<file path="src/hdl/mfc_pkg.sv">
// Package with field positions, reset values and state types of the feature-control bits.
package mfc_pkg;
   localparam int unsigned MFC_W = 9;
   localparam int unsigned MFC_LSB = 4;
   // Field positions inside the 9-bit slice (bits 12:4 of the feature register).
   localparam int unsigned MFC_SPLIT_DIS = 0;
   localparam int unsigned MFC_RSVD5 = 1;
   localparam int unsigned MFC_L3_DIS = 2;
   localparam int unsigned MFC_PERF_AVAIL = 3;
   localparam int unsigned MFC_LOCK_SUPP = 4;
   localparam int unsigned MFC_PFQ_DIS = 5;
   localparam int unsigned MFC_FPE_IRQ_EN = 6;
   localparam int unsigned MFC_BTS_ABSENT = 7;
   localparam int unsigned MFC_PRECISE_EVENT_SAMPLING_ABSENT = 8;
   // Mask of the writable bits; bit 2 joins only when the cache is fitted.
   localparam logic [8:0] MFC_WR_MASK_BASE = 9'h071;
   localparam logic [8:0] MFC_WR_MASK_L3 = 9'h004;
   localparam logic [8:0] MFC_RESET = 9'h000;
   typedef enum logic [1:0] {MFC_RUN, MFC_STOPPED, MFC_WAKE} mfc_clk_state_e;
endpackage

</file>
<file path="src/hdl/mfc_sync.sv">
// Two-flip-flop synchroniser for one level input.
module mfc_sync
   import mfc_pkg::*;
#(
   parameter logic RST_VAL = 1'b0
) (
   // Clock and reset.
   input wire logic clk_sys_i,
   input wire logic nrst_i,
   // Level in and out.
   input wire logic async_i,
   output logic sync_o
);
   logic meta_q;
   logic meta_d;
   logic sync_q;
   logic sync_d;

   always_comb begin
      meta_d = async_i;
      sync_d = meta_q;
   end

   always_ff @(posedge clk_sys_i or negedge nrst_i) begin
      if (!nrst_i) begin
         meta_q <= RST_VAL;
         sync_q <= RST_VAL;
      end else begin
         meta_q <= meta_d;
         sync_q <= sync_d;
      end
   end

   assign sync_o = sync_q;
endmodule

</file>
<file path="src/hdl/mfc_ctrl.sv">
// Feature-control bits 12:4 with their effects on lock, cache, prefetch and fp error pin.
module mfc_ctrl
   import mfc_pkg::*;
#(
   parameter logic L3_PRESENT = 1'b1,
   parameter logic PERF_MON_EN = 1'b1,
   parameter logic BTS_SUPPORTED = 1'b1,
   parameter logic PRECISE_EVENT_SAMPLING_SUPPORTED = 1'b1
) (
   // Clock and reset.
   input wire logic clk_sys_i,
   input wire logic nrst_i,
   // Feature register access, slice of bits 12:4.
   input wire logic wr_en_i,
   input wire logic [8:0] wr_data_i,
   output logic [8:0] rd_data_o,
   // Locked access requests from the core.
   input wire logic split_lock_req_i,
   output logic alignment_check_fault_o,
   output logic split_lock_cycle_o,
   output logic bus_lock_o,
   // Cache and prefetch.
   input wire logic global_cache_disable_flag_i,
   input wire logic page_cache_en_i,
   input wire logic memory_type_ranges_cache_en_i,
   output logic l3_cache_en_o,
   output logic prefetch_queue_en_o,
   // Floating-point error pin and stop clock, both from pins.
   input wire logic unmasked_fp_error_i,
   input wire logic stop_clock_input_n_i,
   input wire logic fp_error_pin_n_i,
   output logic fp_error_pin_n_o,
   output logic fp_error_pin_oe_o,
   output logic stop_clock_state_o,
   output logic wake_irq_o
);
   logic [8:0] ctrl_q;
   logic [8:0] ctrl_d;
   logic [8:0] rd_q;
   logic [8:0] rd_d;
   logic [8:0] wr_mask;
   logic stop_s;
   logic fpe_s;
   mfc_clk_state_e st_q;
   mfc_clk_state_e st_d;
   logic fault_q;
   logic fault_d;
   logic cyc_q;
   logic cyc_d;
   logic lock_q;
   logic lock_d;
   logic l3_q;
   logic l3_d;
   logic pfq_q;
   logic pfq_d;
   logic fp_error_pin_q;
   logic fp_error_pin_d;
   logic oe_q;
   logic oe_d;
   logic stop_q;
   logic stop_d;
   logic wake_q;
   logic wake_d;

   mfc_sync #(.RST_VAL(1'b1)) u_sync_stop (
      .clk_sys_i(clk_sys_i),
      .nrst_i(nrst_i),
      .async_i(stop_clock_input_n_i),
      .sync_o(stop_s)
   );
   mfc_sync #(.RST_VAL(1'b1)) u_sync_fpe (
      .clk_sys_i(clk_sys_i),
      .nrst_i(nrst_i),
      .async_i(fp_error_pin_n_i),
      .sync_o(fpe_s)
   );

   always_comb begin
      wr_mask = MFC_WR_MASK_BASE | (L3_PRESENT ? MFC_WR_MASK_L3 : MFC_RESET);
      ctrl_d = ctrl_q;
      if (wr_en_i) begin
         ctrl_d = wr_data_i & wr_mask;
      end
      rd_d = ctrl_d;
      rd_d[MFC_PERF_AVAIL] = PERF_MON_EN;
      rd_d[MFC_BTS_ABSENT] = ~BTS_SUPPORTED;
      rd_d[MFC_PRECISE_EVENT_SAMPLING_ABSENT] = ~PRECISE_EVENT_SAMPLING_SUPPORTED;
   end

   // Split-lock requests become either a fault or a bus cycle with optional lock.
   always_comb begin
      fault_d = split_lock_req_i & ctrl_q[MFC_SPLIT_DIS];
      cyc_d = split_lock_req_i & ~ctrl_q[MFC_SPLIT_DIS];
      lock_d = cyc_d & ~ctrl_q[MFC_LOCK_SUPP];
   end

   // Cache and prefetch enables.
   always_comb begin
      l3_d = L3_PRESENT & ~ctrl_q[MFC_L3_DIS] & ~global_cache_disable_flag_i
         & page_cache_en_i & memory_type_ranges_cache_en_i;
      pfq_d = ~ctrl_q[MFC_PFQ_DIS];
   end

   // Stop clock state and wake through the fp error pin.
   always_comb begin
      st_d = st_q;
      wake_d = 1'b0;
      unique case (st_q)
         MFC_RUN: begin
            if (!stop_s) begin
               st_d = MFC_STOPPED;
            end
         end
         MFC_STOPPED: begin
            if (stop_s) begin
               st_d = MFC_RUN;
            end else if (ctrl_q[MFC_FPE_IRQ_EN] && !fpe_s) begin
               st_d = MFC_WAKE;
               wake_d = 1'b1;
            end
         end
         MFC_WAKE: begin
            if (stop_s) begin
               st_d = MFC_RUN;
            end
         end
      endcase
      stop_d = (st_d == MFC_STOPPED);
   end

   // Pin reports fp errors only while running; in stop clock it is an input.
   always_comb begin
      oe_d = stop_s;
      fp_error_pin_d = ~(stop_s & unmasked_fp_error_i);
   end

   // Control slice and its read value.
   always_ff @(posedge clk_sys_i or negedge nrst_i) begin
      if (!nrst_i) begin
         ctrl_q <= MFC_RESET;
         rd_q <= MFC_RESET;
      end else begin
         ctrl_q <= ctrl_d;
         rd_q <= rd_d;
      end
   end

   // Split-lock outputs.
   always_ff @(posedge clk_sys_i or negedge nrst_i) begin
      if (!nrst_i) begin
         fault_q <= 1'b0;
         cyc_q <= 1'b0;
         lock_q <= 1'b0;
      end else begin
         fault_q <= fault_d;
         cyc_q <= cyc_d;
         lock_q <= lock_d;
      end
   end

   // Cache and prefetch outputs.
   always_ff @(posedge clk_sys_i or negedge nrst_i) begin
      if (!nrst_i) begin
         l3_q <= 1'b0;
         pfq_q <= 1'b1;
      end else begin
         l3_q <= l3_d;
         pfq_q <= pfq_d;
      end
   end

   // Stop clock state machine and its outputs.
   always_ff @(posedge clk_sys_i or negedge nrst_i) begin
      if (!nrst_i) begin
         st_q <= MFC_RUN;
         stop_q <= 1'b0;
         wake_q <= 1'b0;
      end else begin
         st_q <= st_d;
         stop_q <= stop_d;
         wake_q <= wake_d;
      end
   end

   // Fp error pin driver.
   always_ff @(posedge clk_sys_i or negedge nrst_i) begin
      if (!nrst_i) begin
         fp_error_pin_q <= 1'b1;
         oe_q <= 1'b0;
      end else begin
         fp_error_pin_q <= fp_error_pin_d;
         oe_q <= oe_d;
      end
   end

   assign rd_data_o = rd_q;
   assign alignment_check_fault_o = fault_q;
   assign split_lock_cycle_o = cyc_q;
   assign bus_lock_o = lock_q;
   assign l3_cache_en_o = l3_q;
   assign prefetch_queue_en_o = pfq_q;
   assign fp_error_pin_n_o = fp_error_pin_q;
   assign fp_error_pin_oe_o = oe_q;
   assign stop_clock_state_o = stop_q;
   assign wake_irq_o = wake_q;
endmodule

</file>
<file path="config.mk">
export PLATFORM = sky130hd
export DESIGN_NAME = mfc_ctrl
export DESIGN_NICKNAME = d
export VERILOG_FILES = /design/src/hdl/mfc_pkg.sv /design/src/hdl/mfc_sync.sv /design/src/hdl/mfc_ctrl.sv
export SDC_FILE = /design/constraint.sdc
export NUM_CORES = 1
export LEC_CHECK = 0
export BUFFER_PORTS_ARGS = -buffer_cell sky130_fd_sc_hd__buf_2
export CORE_MARGIN = 2
export CORE_UTILIZATION = 30
export CTS_BUF_LIST = sky130_fd_sc_hd__clkbuf_4 sky130_fd_sc_hd__clkbuf_8
export DETAILED_ROUTE_END_ITERATION = 10
export PLACE_DENSITY = 0.66
export SLEW_MARGIN = 10
export SYNTH_ARGS = -nofsm -noshare
export SYNTH_HDL_FRONTEND = slang
export SYNTH_SLANG_ARGS = --single-unit
</file>
<file path="constraint.sdc">
create_clock -name clk_sys_i -period 1.4 [get_ports clk_sys_i]
set_clock_uncertainty 0.05 [all_clocks]
set_input_delay 0.07 -clock clk_sys_i [delete_from_list [all_inputs] [get_ports clk_sys_i]]
set_output_delay 0.07 -clock clk_sys_i [all_outputs]
set_load 0.02 [all_outputs]
</file>
==> qor.yml <==
ys_warn_count: 0
numCtsBuffers: 3
grt_pass1_vias: 552
grtUsageTotal_pct: 11.5
synth_seq_area_share_pct: 69.0
post_cts_buffers: 0
layout-drive-gt1-share_pct: 45.0
finalMaxSlewViolations: 0
synth_area_sq_um: 772
clk_latency_ns: 0.30
final_area_sq_um: 1090
crit_chain: "inv_1 > ha_1 > o21ai_1 > a211oi_2 > a31o_1"
antenna_found_initial: 0
crit_type: "register to register"
fill_cells: 236
arrival_ns: 1.51
leakage_nw: 0.531
finalSetupViolations: 0
n_antenna_cell: 0
cts_tree: "yes"
max_cap_viol_count: 0
power_density_nw_per_um2: 1250
fin_crit_ns: 1.36
hold_class: "input port to register"
ios: 37
die_w_um: 54.7
p_sw_mw: 0.420
power_frac_comb_pct: 26.1
grt_pass1_wl_um: 2320
wl_um: 1430
status: "completed"
clockPowerShare_pct: 20.6
slowest_delay_ns: 0.42
dp_hpwl_um: 950
cp_slowest_cell: "dfrtp_1"
wl_per_cell_um: 11.0
drc_errors: 0
required_ns: 1.55
num_vias: 563
dieArea_sq_um: 2990
p_int_mw: 0.944
worst_setup_path_end_kind: "register"
ir_drop_uv: 817
syn_inst: 57
row_count: 18
grt_max_degree: 22
final_cell_mix: "29 x buf_2, 15 x dfrtp_1, 12 x dlygate4sd3_1, 6 x dfstp_2"
ctsLongestPathBuffers: 2
dpl_cell_area_sq_um: 935
clock-root-buffer: "clkbuf_4"
fin_nets: 122
ys_seq_elements: 21
min_period_over_period_pct: 97.3
h-tree-depth: 1
swShare_pct: 30.8
seq_power_share_pct: 53.3
numClockSinks: 21
crit_fanout: 4
core_sq_um: 2450
drt_iter0_drc: 0
cts.reportedPaths.clkPinSlew_ns: 0.11
largest_reg_flops: 6
viasPerCell: 4.33
area_delta_synth_final_pct: 41.2
layout_commonest_cell: "buf_2"
gp_congestion: 0.744
hold_violations: 0
overflow: 0
synth_area_per_cell_sq_um: 13.5
finalPower_mw: 1.36
dr.pass1.iters: 1
synth_area_leaders: "dfrtp_1 49%, dfstp_2 20%, mux2_2 5.8%, ha_1 3.2%, buf_4 2.9%"
yosys.area.top_type: "dfrtp_1"
yosys.area.top_type_share_pct: 48.6
fmax_mhz: 734
initial_core_util_pct: 31.4
synth.distinct_cells: 22
ant_nets: 0
die_h_um: 54.7
portBuffers: 29
cp-start-kind: "register"
-- cell families after synthesis --
logic type | Yosys count | synth area share, %
flops | 21 | 69.0
compound gates | 10 | 8.59
simple gates | 10 | 6.81
buf+inv | 8 | 5.51
mux | 4 | 5.83
fa+ha+maj | 2 | 3.24
other cells | 2 | 0.973
-- critical path, delay by kind of cell, from the launching register on --
family          cells  cell delay (ns)
compound gates      3             0.47
flops               1             0.42
fa+ha+maj           1             0.23
buf+inv             1             0.09
-- through the flow --
| stage | instances | worst slack (ns) | hold slack [ns] | TNS, ns | util [%] |
|---|---|---|---|---|---|
| floorplan | 59 | 0.198 | -0.276 | 0 | - |
| global placement | 114 | 0.137 | -0.0101 | 0 | 38.1 |
| detailed placement | 114 | 0.0737 | -0.00496 | 0 | 38.1 |
| CTS | 130 | 0.0492 | 0.00610 | 0 | 44.1 |
| global route | 130 | -0.0375 | 0.0199 | -0.0375 | 44.4 |
| finish | 130 | 0.0380 | 0.0157 | 0 | 44.4 |
-- synthesized netlist by cell type (all sizes together) --
library cell and n:
a31o 1, o31ai 1, clkbuf 1, o2111ai 1, o2bb2ai 1, buf 3, o21ai 4, nand2 3
nand3b 1, inv 4, dfrtp 15, nor3 1, nand2b 1, ha 2, and2 1, conb 2
dfstp 6, nor2b 2, a21oi 1, a211oi 1, nor2 1, mux2 4
-- per-layer routing --
layer	up-vias	wire (um)	GRT usage, %
li1	266	-	-
met1	264	509	11.3
met2	28	732	19.6
met3	5	152	4.64
met4	0	31	7.50
met5	-	0	0
-- worst paths after layout --
path                                       to                from  slack, ns  cells after the start
max in group asynchronous    fp_error_pin_n_o              nrst_i       0.78                      2
min in group asynchronous        rd_data_o[6]              nrst_i       0.19                      2
min reg2reg                u_sync_stop.sync_o  u_sync_stop.meta_q       0.31                      0
max reg2reg                           st_q[1]             st_q[0]       0.04                      5
min                              rd_data_o[5]             wr_en_i       0.02                      2
max                                   st_q[1]             st_q[0]       0.04                      5
-- power groups by stage --
stage               registers [mW]  logic (mW)  clock network [mW]
floorplan                    0.790       0.161                   0
global placement             0.734       0.306                   0
detailed placement           0.739       0.319                   0
CTS                          0.728       0.344               0.301
global route                 0.737       0.399               0.336
finish                       0.727       0.356               0.281
-- timing repair --
| action | in CTS | in global routing |
|---|---|---|
| hold buffers | 12 | 0 |
| endpoints found under the hold margin | 32 | 0 |
| setup endpoints to repair | 0 | 1 |
| gates resized for setup | 0 | 3 |
-- cell type report --
class,instances,area [sq um],share of cell area [%]
Multi-Input combinational cell,30,211,19.4
Tap cell,30,37.5,3.44
Timing Repair Buffer,41,265,24.3
Clock inverter,1,5.00,0.459
Sequential cell,21,533,48.9
Inverter,4,15.0,1.38
Clock buffer,3,22.5,2.07
Power figures use the tool's default switching activity.
